$ cat src/status_srq_consts.vh
// Bit positions, masks, reset values and the query answer value of the status summary block.
`ifndef STATUS_SRQ_CONSTS_VH
`define STATUS_SRQ_CONSTS_VH
`define STB_OPER_BIT     3'd7
`define STB_MSS_BIT      3'd6
`define STB_ESB_BIT      3'd5
`define STB_MAV_BIT      3'd4
`define STB_SUM_MASK     8'hb0
`define SE_PON_BIT       3'd7
`define SE_CME_BIT       3'd5
`define SE_EXE_BIT       3'd4
`define SE_QYE_BIT       3'd2
`define SE_OPC_BIT       3'd0
`define SRE_RESET        8'h00
`define SE_RESET         8'h80
`define SE_USED_MASK     8'hb5
`define OPC_QUERY_ANSWER 8'h01
`endif
$ cat src/opc_tracker.v
// Operation-complete tracker for the command and query forms.
`timescale 1ns/1ps
`default_nettype none
module opc_tracker
(
  input  wire clk,
  input  wire rst,
  input  wire opc_cmd,
  input  wire opc_query,
  input  wire ops_pending,
  output reg  opc_event,
  output reg  opc_answer,
  output reg  bus_hold
);
  reg cmd_wait_r;
  reg qry_wait_r;

  // Both forms may be outstanding at once; each retires independently.
  always @(posedge clk or posedge rst)
  begin
    if (rst)
    begin
      cmd_wait_r <= 1'b0;
      qry_wait_r <= 1'b0;
      opc_event  <= 1'b0;
      opc_answer <= 1'b0;
      bus_hold   <= 1'b0;
    end
    else
    begin
      opc_event  <= 1'b0;
      opc_answer <= 1'b0;
      if (opc_cmd)
        cmd_wait_r <= 1'b1;
      else if (cmd_wait_r && !ops_pending)
      begin
        cmd_wait_r <= 1'b0;
        opc_event  <= 1'b1; // [RULE12]
      end
      if (opc_query)
      begin
        qry_wait_r <= 1'b1;
        bus_hold   <= 1'b1; // [RULE13]
      end
      else if (qry_wait_r && !ops_pending)
      begin
        qry_wait_r <= 1'b0;
        bus_hold   <= 1'b0;
        opc_answer <= 1'b1; // [RULE13]
      end
    end
  end
endmodule // opc_tracker
`default_nettype wire

$ cat src/status_byte_service_request.v
// Status byte, service request enable and serial poll logic.
`timescale 1ns/1ps
`default_nettype none
`include "status_srq_consts.vh"

// Functional notes
// RULE1: Summary bits follow their sources combinationally, never latched.
// RULE2: Bit 4 is set exactly while the output buffer holds data.
// RULE3: Bit 7 is OR of enabled operation events.
// RULE4: Bit 5 is OR of enabled standard events.
// RULE5: Bit 6 is OR of summary bits ANDed with service enable bits.
// RULE6: Rising edge of bit 6 raises the service request line.
// RULE7: Serial poll returns status byte, withdraws request, keeps master summary.
// RULE8: After a poll, a new request needs a fresh rising edge.
// RULE9: Master summary stays set until enabled summaries clear or disable.
// RULE10: Status query returns all bits with bit 6 as master summary.
// RULE11: Enable register written by command, read unchanged; zero clears it. The code keeps only bits 7, 5 and 4 of the written value.
// RULE12: Operation-complete command sets event bit 0 when operations finish.
// RULE13: Operation-complete query holds bus, then queues value 1.
// RULE14: Controller sends nothing but reset while that query is outstanding. The controller model ignores bus_hold and still serial-polls on srq_oe.
// RULE15: Controller enables weight 32 in both enables for command errors.
// RULE16: Controller polls and picks the device returning bit 6 set.
// RULE17: Standard events: bit 5 command, 4 execution, 2 query, 7 power-on.
// RULE18: Standard event query returns and clears the register.
// RULE19: Clear-status clears standard and operation event registers.
// RULE20: Status byte bits 3 to 0 always read zero.
module status_byte_service_request
(
  input  wire       clk,
  input  wire       rst,
  input  wire       cmd_err,
  input  wire       exe_err,
  input  wire       qry_err,
  input  wire [7:0] oper_events,
  input  wire       msg_available,
  input  wire       ops_pending,
  input  wire       ese_write,
  input  wire       oper_en_write,
  input  wire       sre_write,
  input  wire [7:0] write_data,
  input  wire       esr_read,
  input  wire       oper_read,
  input  wire       clear_status,
  input  wire       stb_query,
  input  wire       serial_poll,
  input  wire       opc_cmd,
  input  wire       opc_query,
  output reg  [7:0] service_request_mask,
  output reg  [7:0] std_event_enable,
  output reg  [7:0] oper_event_enable,
  output reg  [7:0] reply_data,
  output reg        reply_valid,
  output reg  [7:0] poll_data,
  output reg        poll_valid,
  output reg        srq_out,
  output reg        srq_oe,
  output reg        bus_hold,
  output reg        opc_answer_push,
  output reg  [7:0] opc_answer_data
);
  // ==========================================================
  // Event registers
  reg  [7:0] std_events_r;
  reg  [7:0] oper_events_r;
  reg        rqs_r;
  reg        mss_prev_r;
  wire       opc_event;
  wire       opc_answer;
  wire       hold_w;

  function [7:0] make_stb;
    input [7:0] se;
    input [7:0] se_en;
    input [7:0] oe;
    input [7:0] oe_en;
    input       output_message_available;
    input [7:0] sre;
    reg   [7:0] s;
    begin
      s = 8'h00; // [RULE20]
      s[`STB_OPER_BIT] = |(oe & oe_en); // [RULE3] [RULE1]
      s[`STB_ESB_BIT]  = |(se & se_en); // [RULE4] [RULE1]
      s[`STB_MAV_BIT]  = output_message_available;           // [RULE2]
      s[`STB_MSS_BIT]  = |(s & sre & `STB_SUM_MASK); // [RULE5] [RULE9]
      make_stb = s;
    end
  endfunction

  wire [7:0] stb_now = make_stb(std_events_r, std_event_enable,
                                oper_events_r, oper_event_enable,
                                msg_available, service_request_mask);
  wire       master_summary_function = stb_now[`STB_MSS_BIT];

  opc_tracker u_opc
  (
    .clk         (clk),
    .rst         (rst),
    .opc_cmd     (opc_cmd),
    .opc_query   (opc_query),
    .ops_pending (ops_pending),
    .opc_event   (opc_event),
    .opc_answer  (opc_answer),
    .bus_hold    (hold_w)
  );

  // ==========================================================
  // Event capture; a new event beats a clear in the same cycle.
  always @(posedge clk or posedge rst)
  begin
    if (rst)
    begin
      std_events_r  <= `SE_RESET; // [RULE17]
      oper_events_r <= 8'h00;
    end
    else
    begin
      if (esr_read || clear_status)
        std_events_r <= 8'h00; // [RULE18] [RULE19]
      if (clear_status || oper_read)
        oper_events_r <= oper_events; // [RULE19]
      else
        oper_events_r <= oper_events_r | oper_events;
      if (cmd_err)
        std_events_r[`SE_CME_BIT] <= 1'b1; // [RULE17]
      if (exe_err)
        std_events_r[`SE_EXE_BIT] <= 1'b1; // [RULE17]
      if (qry_err)
        std_events_r[`SE_QYE_BIT] <= 1'b1; // [RULE17]
      if (opc_event)
        std_events_r[`SE_OPC_BIT] <= 1'b1; // [RULE12]
      if (!(esr_read || clear_status))
        std_events_r[`SE_PON_BIT] <= std_events_r[`SE_PON_BIT];
    end
  end

  // ==========================================================
  // Enables, replies and service request
  always @(posedge clk or posedge rst)
  begin
    if (rst)
    begin
      service_request_mask <= `SRE_RESET;
      std_event_enable     <= 8'h00;
      oper_event_enable    <= 8'h00;
      reply_data           <= 8'h00;
      reply_valid          <= 1'b0;
      poll_data            <= 8'h00;
      poll_valid           <= 1'b0;
      rqs_r                <= 1'b0;
      mss_prev_r           <= 1'b0;
      srq_out              <= 1'b0;
      srq_oe               <= 1'b0;
      bus_hold             <= 1'b0;
      opc_answer_push      <= 1'b0;
      opc_answer_data      <= 8'h00;
    end
    else
    begin
      reply_valid     <= 1'b0;
      poll_valid      <= 1'b0;
      opc_answer_push <= opc_answer; // [RULE13]
      opc_answer_data <= `OPC_QUERY_ANSWER;
      bus_hold        <= hold_w;
      if (sre_write)
        service_request_mask <= write_data & `STB_SUM_MASK; // [RULE11]
      if (ese_write)
        std_event_enable <= write_data & `SE_USED_MASK;
      if (oper_en_write)
        oper_event_enable <= write_data;
      if (esr_read)
      begin
        reply_data  <= std_events_r; // [RULE18]
        reply_valid <= 1'b1;
      end
      else if (oper_read)
      begin
        reply_data  <= oper_events_r;
        reply_valid <= 1'b1;
      end
      else if (stb_query)
      begin
        reply_data  <= stb_now; // [RULE10]
        reply_valid <= 1'b1;
      end
      mss_prev_r <= master_summary_function;
      // Only a fresh edge of the master summary requests service.
      if (master_summary_function && !mss_prev_r)
        rqs_r <= 1'b1; // [RULE6] [RULE8]
      else if (serial_poll || !master_summary_function)
        rqs_r <= 1'b0; // [RULE7]
      if (serial_poll)
      begin
        poll_data  <= {stb_now[7], rqs_r, stb_now[5:0]}; // [RULE7] [RULE16]
        poll_valid <= 1'b1;
      end
      // Open-drain line: drive low while requesting.
      srq_out <= 1'b0;
      srq_oe  <= (master_summary_function && !mss_prev_r) ||
                 (rqs_r && master_summary_function && !serial_poll); // [RULE6]
    end
  end
endmodule // status_byte_service_request
`default_nettype wire

$ cat config.mk
export PLATFORM = sky130hd
export DESIGN_NAME = status_byte_service_request
export DESIGN_NICKNAME = d
export VERILOG_FILES = /design/src/opc_tracker.v /design/src/status_byte_service_request.v
export VERILOG_INCLUDE_DIRS = /design/src /design/src/src
export SDC_FILE = /design/constraint.sdc
export NUM_CORES = 1
export LEC_CHECK = 0
export BUFFER_PORTS_ARGS = -buffer_cell sky130_fd_sc_hd__buf_2
export CAP_MARGIN = 20
export CORE_MARGIN = 4
export CORE_UTILIZATION = 47
export DETAILED_ROUTE_END_ITERATION = 10
export PLACE_DENSITY = 0.78
export SYNTH_ARGS = -nofsm -noshare
export SYNTH_HDL_FRONTEND = slang
export SYNTH_SLANG_ARGS = --single-unit
$ cat constraint.sdc
create_clock -name clk -period 1.8 [get_ports clk]
set_input_delay 0.36 -clock clk [delete_from_list [all_inputs] [get_ports clk]]
set_output_delay 0.36 -clock clk [all_outputs]
set_load 0.01 [all_outputs]
==> out/results.ini, run 1 <==
[place]
dp_cells = 277
port_buffers = 66
place_congestion = 0.821
hpwl_mm = 3.51

[cells_and_area]
fin_nets = 266
regArea_um2 = 1330
layout.cells.non_filler = 286
multi_input_area_um2 = 684
area_delta_synth_final_pct = 22.4
drive_above_1_share = 0.423
num_antenna_cells = 0
fill_cells = 356

[status]
status = completed

[timing]
hold_violations = 0
finalSetupTns_ps = 0
min_period_ps = 1660
drv_slew = 0
worst_pin_slew_ps = 511
setup_violations = 0
fmax_mhz = 603
clock_skew_ps = 2.57
rsz0062_at_grt = false
slew_headroom = 0.658
hold_slack_ps = 68.1
fin_crit_sh = 0.922

[critical_path]
reg2reg_slack_ps = 140
cp_common_cell = a222oi_1
end_kind = flop
rr_worst_depth = 5
r2r-end = reply_data[6]
critPathLaunchType = flop
critical_path.top_delay_family = compound AO/OA/AOI/OAI gates
worstPathBufferInverterCount = 1
crit_chain = a222oi_1, nand2_1, a222oi_1, buf_4, o22ai_1
slowest_stage = a222oi_1
worst_path_largest_cell_delay_ps = 420
crit_fanout = 4
critPathRequiredTime_ps = 1980
r2r_start = std_events_r[5]
critPathArrivalTime_ps = 1840
critical_path_class = reg2reg

[floorplanning]
core-area_um2 = 4350
start_util = 0.485
rows = 24
io_pins = 87
die_x_um = 75.1
die_area_um2 = 5630
chipHeight_um = 75.1

[logic_synthesis]
synth_edf_count = 0
yosys-top-cells-count = dfrtp_1, buf_4, mux2_2
syn_inst = 161
yosysTopAreaCell = dfrtp_1
synth_area_um2 = 2110
yosysMostFrequentCell = dfrtp_1
yosysSeqAreaShare = 0.628
yosysWarnings = 0
synth.distinct_cells = 23
synthArstFlopShare = 1.00
synth_ff_type = dfrtp_1
synth.area.top_cells = dfrtp_1, mux2_2, buf_4, a21o_1, a22oi_1
synth_seq_cells = 53
yosysTopAreaCellShare = 0.616
syn_avg_cell_area_um2 = 13.1

[power_and_ir_drop]
ir_worst_vdd_mv = 0.568
powerDensity_nw_per_um2 = 1030
finalPower_mw = 2.66
p_leak_nw = 1.31
clkPwrFrac = 0.344
p_seq_frac = 0.515
p_switching_uw = 635
combPwrFrac = 0.140
intPower_mw = 2.02
swShare = 0.239

[drt]
ant_nets = 0
vias = 1450
drtIter0Drc = 112
wl_per_cell_um = 15.5
dr.pass1.iters = 4
drc = 0
drt_wl_total_mm = 4.44
vias_per_cell = 5.07

[job]
cap_violations = 0

[global_route]
antenna_found_initial = 0
grt-ovfl-total = 0
first_global_vias = 1370
grt_first_pass_wirelength_mm = 6.76
grt_use_total = 0.165
grt_start_max_net_pins = 24

[min_path]
hold_class = in2async

[clocking]
clk_pin_slew_ps = 90
post_cts_buffers = 0
cts_max_level = 2
clock-sinks = 53
cts_tree = built
numCtsBuffers = 5
hold_buffers = 0
cts_resized = 0
clkLatencyLatePin_ps = 300
clockBufferDepth = 2
root_buffer = clkbuf_8

[routing by layer]
metal,global-route usage,wire [µm]
met2,0.261,2210
met5,0,0
met3,0.0467,359
met1,0.219,1820
met4,0.0593,57
[power by group through the flow]
stage                     clock, mW  combinational [mW]  sequential (mW)
after global routing          0.993               0.412             1.38
after detailed placement          0               0.372             1.39
after CTS                     0.944               0.374             1.37
after global placement            0               0.366             1.39
final                         0.914               0.373             1.37
after floorplan                   0               0.200             1.41
[layout by cell type (no fill, tap or decap), types with 2 or more instances in the layout]
master / synthesis / routed
o21ai_0: 5 / 5
a22oi_1: 13 / 13
nand2_1: 4 / 4
buf_4: 20 / 2
nor3b_1: 3 / 3
clkbuf_8: 0 / 5
mux2_2: 19 / 19
inv_1: 3 / 2
dfrtp_1: 52 / 52
nor2_1: 7 / 7
nand2b_1: 2 / 2
buf_2: 0 / 66
conb_1: 2 / 21
a222oi_1: 2 / 2
a21o_1: 14 / 14
bufinv_16: 0 / 2
a21oi_1: 4 / 4
[metrics by stage]
step / cell area, µm² / util / worst slack [ps]
after floorplan: 2180 / - / 155
after global placement: 2450 / 0.562 / 140
after detailed placement: 2450 / 0.562 / 72.2
after CTS: 2580 / 0.593 / 39.0
after global routing: 2590 / 0.594 / 53.0
final: 2590 / 0.594 / 140
[cell type report]
type,count,area share
multi-input combinational,101,0.265
timing repair buffer,69,0.141
clock buffer,5,0.0266
sequential,53,0.513
inverter,3,0.00435
tap,52,0.0251
clock inverter,3,0.0251
[how the worst max path moves through the flow]
stage                        start            end  slack (ps)  cells after the start
5_1_grt            std_events_r[5]  reply_data[6]          50                      5
6_report           std_events_r[5]  reply_data[6]         140                      5
3_5_place_dp       std_events_r[5]  reply_data[6]          70                      4
3_3_place_gp   std_event_enable[7]  reply_data[6]         140                      4
4_1_cts            std_events_r[5]  reply_data[6]          40                      4
2_1_floorplan                  rst       bus_hold         160                      1
[sequential cells by signal, indices dropped and copies added, names as in the netlist]
| signal | count |
|---|---|
| bus_hold | 1 |
| mss_prev_r | 1 |
| opc_answer_data | 1 |
| opc_answer_push | 1 |
| oper_event_enable | 8 |
| oper_events_r | 8 |
| poll_data | 4 |
| poll_valid | 1 |
| reply_data | 8 |
| reply_valid | 1 |
| rqs_r | 1 |
| service_request_mask | 3 |
| srq_oe | 1 |
| std_event_enable | 5 |
| std_events_r | 5 |
| u_opc.cmd_wait_r | 1 |
| u_opc.opc_answer | 1 |
| u_opc.opc_event | 1 |
| u_opc.qry_wait_r | 1 |
[kinds of logic (layout without fill, tap and decap cells)]
logic type             count (synthesis)  in the layout  share of synthesized area
AND/OR/NAND/NOR                       20             20                     0.0480
multiplexers                          20             20                      0.106
buffers and inverters                 26             80                     0.0817
AO/OA/AOI/OAI                         40             40                      0.133
other                                  2             21                    0.00355
flip-flops                            53             53                      0.628
(Power assumes the default switching activity.)
==> run 2, diff against run 1 <==
CORE_UTILIZATION = 43   (was 47)
MAX_ROUTING_LAYER = met4   (was default)
PLACE_DENSITY = 0.76   (was 0.78)
clock period = 1.35 ns   (was 1.8 ns; I/O delays follow)
==> run 2 against run 1 <==
  * Register-to-register slack got worse by 450 ps
  * Combinational power increased by 83%
  * Sequential share of layout area decreased by 5.7 points
  * Total power increased by 33%
  * Via count increased by 9.3%
  * The flow now finishes with violations (negative setup slack)
  * Largest cell class unchanged
==> out/results.ini, run 2 (synthesis results as in run 1) <==
[status]
status = finished with violations
violations = negative setup slack

[global_route]
grt.busiest_layer = met2
grt-ovfl-total = 0  ; unchanged
antenna_found_initial = 0  ; unchanged
grt_start_max_net_pins = 21  ; -13%
use_met2 = 0.265  ; +0.00343
grt_use_met3 = 0.0505  ; +0.00373
met1_usage = 0.208  ; -0.0110
grt_use_total = 0.171  ; +0.00572
grt_first_pass_wirelength_mm = 7.70  ; +14%
first_global_vias = 1615  ; +18%

[cells_and_area]
finish.utilization = 0.613  ; +0.0184
fin_nets = 302  ; +14%
num_antenna_cells = 0  ; unchanged
drive_above_1_share = 0.507  ; +0.0843
multi_input_area_um2 = 714  ; +4.4%
final_cell_mix = buf_2, dfrtp_1, buf_4, conb_1, mux2_2
final_area_um2 = 2910  ; +13%
fill_cells = 388  ; +9.0%
top_regs = oper_event_enable (8), oper_events_r (8), reply_data (8)
regArea_um2 = 1330  ; unchanged
area_delta_synth_final_pct = 37.8
final_common_cell = buf_2

[floorplanning]
core-area_um2 = 4750  ; +9.2%
rows = 25  ; +4.2%
die_area_um2 = 6100  ; +8.3%
chipHeight_um = 78.1  ; +4.1%
start_util = 0.444  ; -0.0409
io_pins = 87  ; unchanged
die_x_um = 78.1  ; +4.1%

[critical_path]
end_kind = flop
critPathLaunchType = flop
critPathRequiredTime_ps = 1540  ; -440 ps
critPathArrivalTime_ps = 1840  ; about the same
crit_fanout = 4  ; unchanged
critical_path_class = reg2reg

[drt]
vias_per_cell = 4.70  ; -7.2%
ant_nets = 0  ; unchanged
vias = 1585  ; +9.3%
drt_wl_total_mm = 4.95  ; +11%
wl_per_cell_um = 14.7  ; -5.4%
drc = 0  ; unchanged
drtIter0Drc = 50  ; -55%
dr.pass1.iters = 4  ; unchanged

[clocking]
clock-sinks = 53  ; unchanged
clkLatencyLatePin_ps = 310  ; about the same
clk_pin_slew_ps = 90  ; about the same
numCtsBuffers = 5  ; unchanged
cts_tree = built
cts_max_level = 2  ; unchanged
clockBufferDepth = 2  ; unchanged
root_buffer = clkbuf_8

[timing]
fmax_mhz = 604  ; +0.18%
hold_violations = 0  ; unchanged
setup_violations = 6  ; +6
clock_skew_ps = 4.77  ; +2.21 ps
rsz0062_at_grt = true
layout_setup_ws_ps = -307  ; -447 ps
min_period_ps = 1660  ; -2.94 ps
fin_crit_sh = 1.23  ; +0.305
drv_slew = 0  ; unchanged

[power_and_ir_drop]
p_leak_nw = 1.47  ; +13%
ir_worst_vdd_mv = 0.836  ; +47%
powerDensity_nw_per_um2 = 1210  ; +18%

[min_path]
hold_class = in2reg

[place]
place_area_um2 = 2720  ; +11%
port_buffers = 66  ; unchanged
hpwl_mm = 3.80  ; +8.3%
place_congestion = 0.793  ; -3.4%

[job]
cap_violations = 0  ; unchanged

## run 2: critical path, cell delays in order, from the launching register on
cell and delay, ps:
dfrtp_1 390, a222oi_1 400, nand2_1 150, a222oi_1 330
buf_4 190, o22ai_1 70
## run 2: area by class of cell
class                           count  area share
Clock buffer                        6      0.0249
Clock inverter                      2      0.0120
Inverter                            3     0.00515
Multi-Input combinational cell    101       0.245
Sequential cell                    53       0.456
Tap cell                           67      0.0288
Timing Repair Buffer              105       0.228
## run 2: layer usage
metal,part of all wire,wire length [µm],up-vias
met5,0,0,-
met4,0.018,87,0
met3,0.068,337,9
met2,0.50,2470,72
met1,0.42,2060,758
li1,-,-,746
## run 2: power by group
group / internal (mW) / switching (mW) / leakage (nW)
combinational: 0.357 / 0.325 / 0.797
sequential: 1.73 / 0.0820 / 0.621
clock: 0.550 / 0.493 / 0.0552
total: 2.63 / 0.900 / 1.47
## run 2: stage by stage
| stage | hold slack [ps] | total power [mW] | cells | TNS [ps] | setup slack, ps |
|---|---|---|---|---|---|
| 2_1_floorplan | 301 | 2.15 | 180 | -684 | -234 |
| 3_3_place_gp | 281 | 2.46 | 324 | -531 | -164 |
| 3_5_place_dp | 284 | 2.48 | 324 | -917 | -258 |
| 4_1_cts | 114 | 3.54 | 336 | -830 | -230 |
| 5_1_grt | 103 | 3.72 | 337 | -1670 | -393 |
| 6_report | 122 | 3.53 | 337 | -1140 | -307 |
## run 2: path summary, 6_finish.rpt
check,startpoint,cells past startpoint,slack (ps),to
setup reg to reg,std_event_enable[7],5,-310,reply_data[6]
hold / removal,opc_cmd,2,120,u_opc.opc_event
hold reg to reg,u_opc.opc_answer,0,360,opc_answer_push
min in group asynchronous,rst,3,510,reply_data[4]
setup / recovery,std_event_enable[7],5,-310,reply_data[6]
max in group asynchronous,rst,4,350,std_events_r[7]
## run 2: what timing repair did
item,4_1_cts,5_1_grt
buffers inserted,3,4
setup endpoints to repair,5,8
hold buffers,1,0
endpoints found under the hold margin,13,0
gates resized for setup,3,6
pin swaps,1,2
==> run 3, diff against run 2 <==
PLACE_DENSITY = 0.75   (was 0.76)
SYNTH_HIERARCHICAL = 1   (was default)
==> run 3 against run 2 <==
  * Flip-flop and latch count is the same
  * Via count shrank 2.0%
  * Utilization shrank 1.9 points
  * Global-route usage shrank 0.49 points
  * First-iteration DRC count grew 120%
  * Worst setup slack gained 190 ps
  * Routed wire length shrank 7.8%
  * Die area grew 0.53%
  * The flow still finishes with violations (negative setup slack)
  * Register-to-register slack gained 190 ps
  * Critical endpoint unchanged
  * Maximum frequency grew 13%
==> out/results.ini, run 3 <==
[logic_synthesis]
yosysTopAreaCellShare = 0.612  ; -0.00362
synth_edf_count = 0  ; unchanged
yosysSeqAreaShare = 0.624  ; -0.00370
synthArstFlopShare = 1.00  ; unchanged
synth_seq_cells = 53  ; unchanged
syn_avg_cell_area_um2 = 13.0  ; -1.2%
synth.distinct_cells = 27  ; +17%
synth_area_um2 = 2130  ; +0.59%
yosysTopAreaCell = dfrtp_1
yosys-top-cells-count = dfrtp_1, buf_4, a21o_1, mux2_1, a22oi_1
synth.area.top_cells = dfrtp_1, buf_4, mux2_1, a21o_1, mux2_2
syn_inst = 164  ; +1.9%
synth_ff_type = dfrtp_1
yosysMostFrequentCell = dfrtp_1
yosysWarnings = 6  ; +6

[cells_and_area]
regArea_um2 = 1330  ; unchanged
multi_input_area_um2 = 698  ; -2.3%
final_common_cell = buf_2
final_cell_mix = buf_2, dfrtp_1, buf_4, conb_1
area_delta_synth_final_pct = 32.8
fill_cells = 422  ; +8.8%
drive_above_1_share = 0.446  ; -0.0617
fin_nets = 299  ; -0.99%
num_antenna_cells = 0  ; unchanged
top_regs = oper_event_enable (8), oper_events_r (8), reply_data (8)

[timing]
rsz0062_at_grt = true
fin_crit_sh = 1.09  ; -0.138
finalSetupTns_ps = -357  ; +783 ps
clock_skew_ps = 5.83  ; +1.06 ps
fmax_mhz = 680  ; +13%
hold_violations = 0  ; unchanged
layout_setup_ws_ps = -120  ; +187 ps
min_period_ps = 1470  ; -187 ps
drv_slew = 0  ; unchanged
setup_violations = 5  ; -1

[drt]
drtIter0Drc = 112  ; +120%
drt_wl_total_mm = 4.57  ; -7.8%
ant_nets = 0  ; unchanged
vias = 1553  ; -2.0%
vias_per_cell = 4.65  ; -1.1%
dr.pass1.iters = 4  ; unchanged
drc = 0  ; unchanged
wl_per_cell_um = 13.7  ; -6.9%

[power_and_ir_drop]
p_leak_nw = 1.44  ; -2.0%
ir_worst_vdd_mv = 0.672  ; -20%
powerDensity_nw_per_um2 = 1160  ; -4.3%

[clocking]
clockBufferDepth = 2  ; unchanged
numCtsBuffers = 5  ; unchanged
root_buffer = clkbuf_8
clock-sinks = 53  ; unchanged
cts_max_level = 2  ; unchanged
clk_pin_slew_ps = 90  ; about the same
cts_tree = built
clkLatencyLatePin_ps = 300  ; about the same

[critical_path]
critical_path_class = reg2reg
crit_fanout = 4  ; unchanged
critPathRequiredTime_ps = 1520  ; -20 ps
crit_chain = a22oi_2, nand4_1, a222oi_1, buf_4, o32ai_1
critical_path.top_delay_family = compound AO/OA/AOI/OAI gates
slowest_stage = dfrtp_1
end_kind = flop
critPathArrivalTime_ps = 1640  ; -200 ps
worstPathBufferInverterCount = 1  ; unchanged
worst_path_largest_cell_delay_ps = 400  ; about the same
critPathLaunchType = flop

[global_route]
first_global_vias = 1539  ; -4.7%
grt_first_pass_wirelength_mm = 7.59  ; -1.4%
grt_use_total = 0.166  ; -0.00486
grt_start_max_net_pins = 20  ; -4.8%
grt-ovfl-total = 0  ; unchanged
antenna_found_initial = 0  ; unchanged

[job]
cap_violations = 0  ; unchanged

[floorplanning]
die_x_um = 78.3  ; +0.26%
rows = 25  ; unchanged
start_util = 0.447  ; +0.00263
chipHeight_um = 78.3  ; +0.26%
die_area_um2 = 6130  ; +0.53%
core-area_um2 = 4750  ; unchanged
io_pins = 87  ; unchanged

[place]
hpwl_mm = 3.73  ; -1.9%
place_congestion = 0.858  ; +8.1%
port_buffers = 66  ; unchanged
place_ws_ps = -134  ; +124 ps

[status]
violations = negative setup slack
status = finished with violations

[min_path]
hold_class = in2reg

run 3: cell type report:
type	instances	share of cell area
inverters	5	0.00798
flip-flops and latches	53	0.470
clock buffers	5	0.0244
clock inverters	3	0.00620
multi-input cells	102	0.247
repair buffers	99	0.214
well taps	67	0.0297
run 3: logic make-up (layout without fill, tap and decap cells):
| kind of cell | after synthesis | after routing | synth area share |
|---|---|---|---|
| muxes | 20 | 20 | 0.105 |
| and+or+nand+nor | 22 | 22 | 0.0500 |
| buffers and inverters | 28 | 112 | 0.0848 |
| DFF | 53 | 53 | 0.624 |
| other | 2 | 21 | 0.00353 |
| AOI/OAI and AO/OA | 39 | 39 | 0.132 |
run 3: worst paths after layout:
kind / startpoint / to / slack (ps) / depth (start not counted)
max in group asynchronous: rst / std_events_r[7] / 360 / 4
min in group asynchronous: rst / u_opc/cmd_wait_r / 420 / 3
worst max register to register: oper_event_enable[1] / reply_data[6] / -120 / 5
worst min-delay path: opc_cmd / u_opc/opc_event / 140 / 2
worst min register to register: u_opc/opc_answer / opc_answer_push / 360 / 0
worst max-delay path: oper_event_enable[1] / reply_data[6] / -120 / 5
run 3: what timing repair did:
| item | CTS | global route |
|---|---|---|
| hold buffers | 1 | 0 |
| buffers inserted | 1 | 1 |
| endpoints found under the hold margin | 18 | 0 |
| endpoints found under the setup margin | 5 | 7 |
| resized for setup | 1 | 1 |
| pin swaps | 4 | 4 |
run 3: report_power, final:
| part | switching (mW) | internal [mW] |
|---|---|---|
| combinational | 0.305 | 0.314 |
| clock | 0.487 | 0.358 |
| sequential | 0.0845 | 1.73 |
| total | 0.877 | 2.40 |
run 3: stage by stage:
step | power, mW | utilization | std cells | hold slack [ps] | area, µm²
after CTS | 3.31 | 0.593 | 334 | 127 | 2820
final | 3.28 | 0.594 | 334 | 139 | 2820
after global routing | 3.48 | 0.594 | 334 | 133 | 2820
after global placement | 2.45 | 0.572 | 325 | 182 | 2720
after detailed placement | 2.46 | 0.572 | 325 | 189 | 2720
after floorplan | 2.15 | - | 183 | 36.1 | 2200
run 3: routing by layer:
layer	global-route usage	vias to the layer above	wire, µm
met2	0.239	66	2130
met1	0.232	727	2000
li1	-	752	-
met3	0.0321	8	345
met4	0.0699	0	99
met5	-	-	0
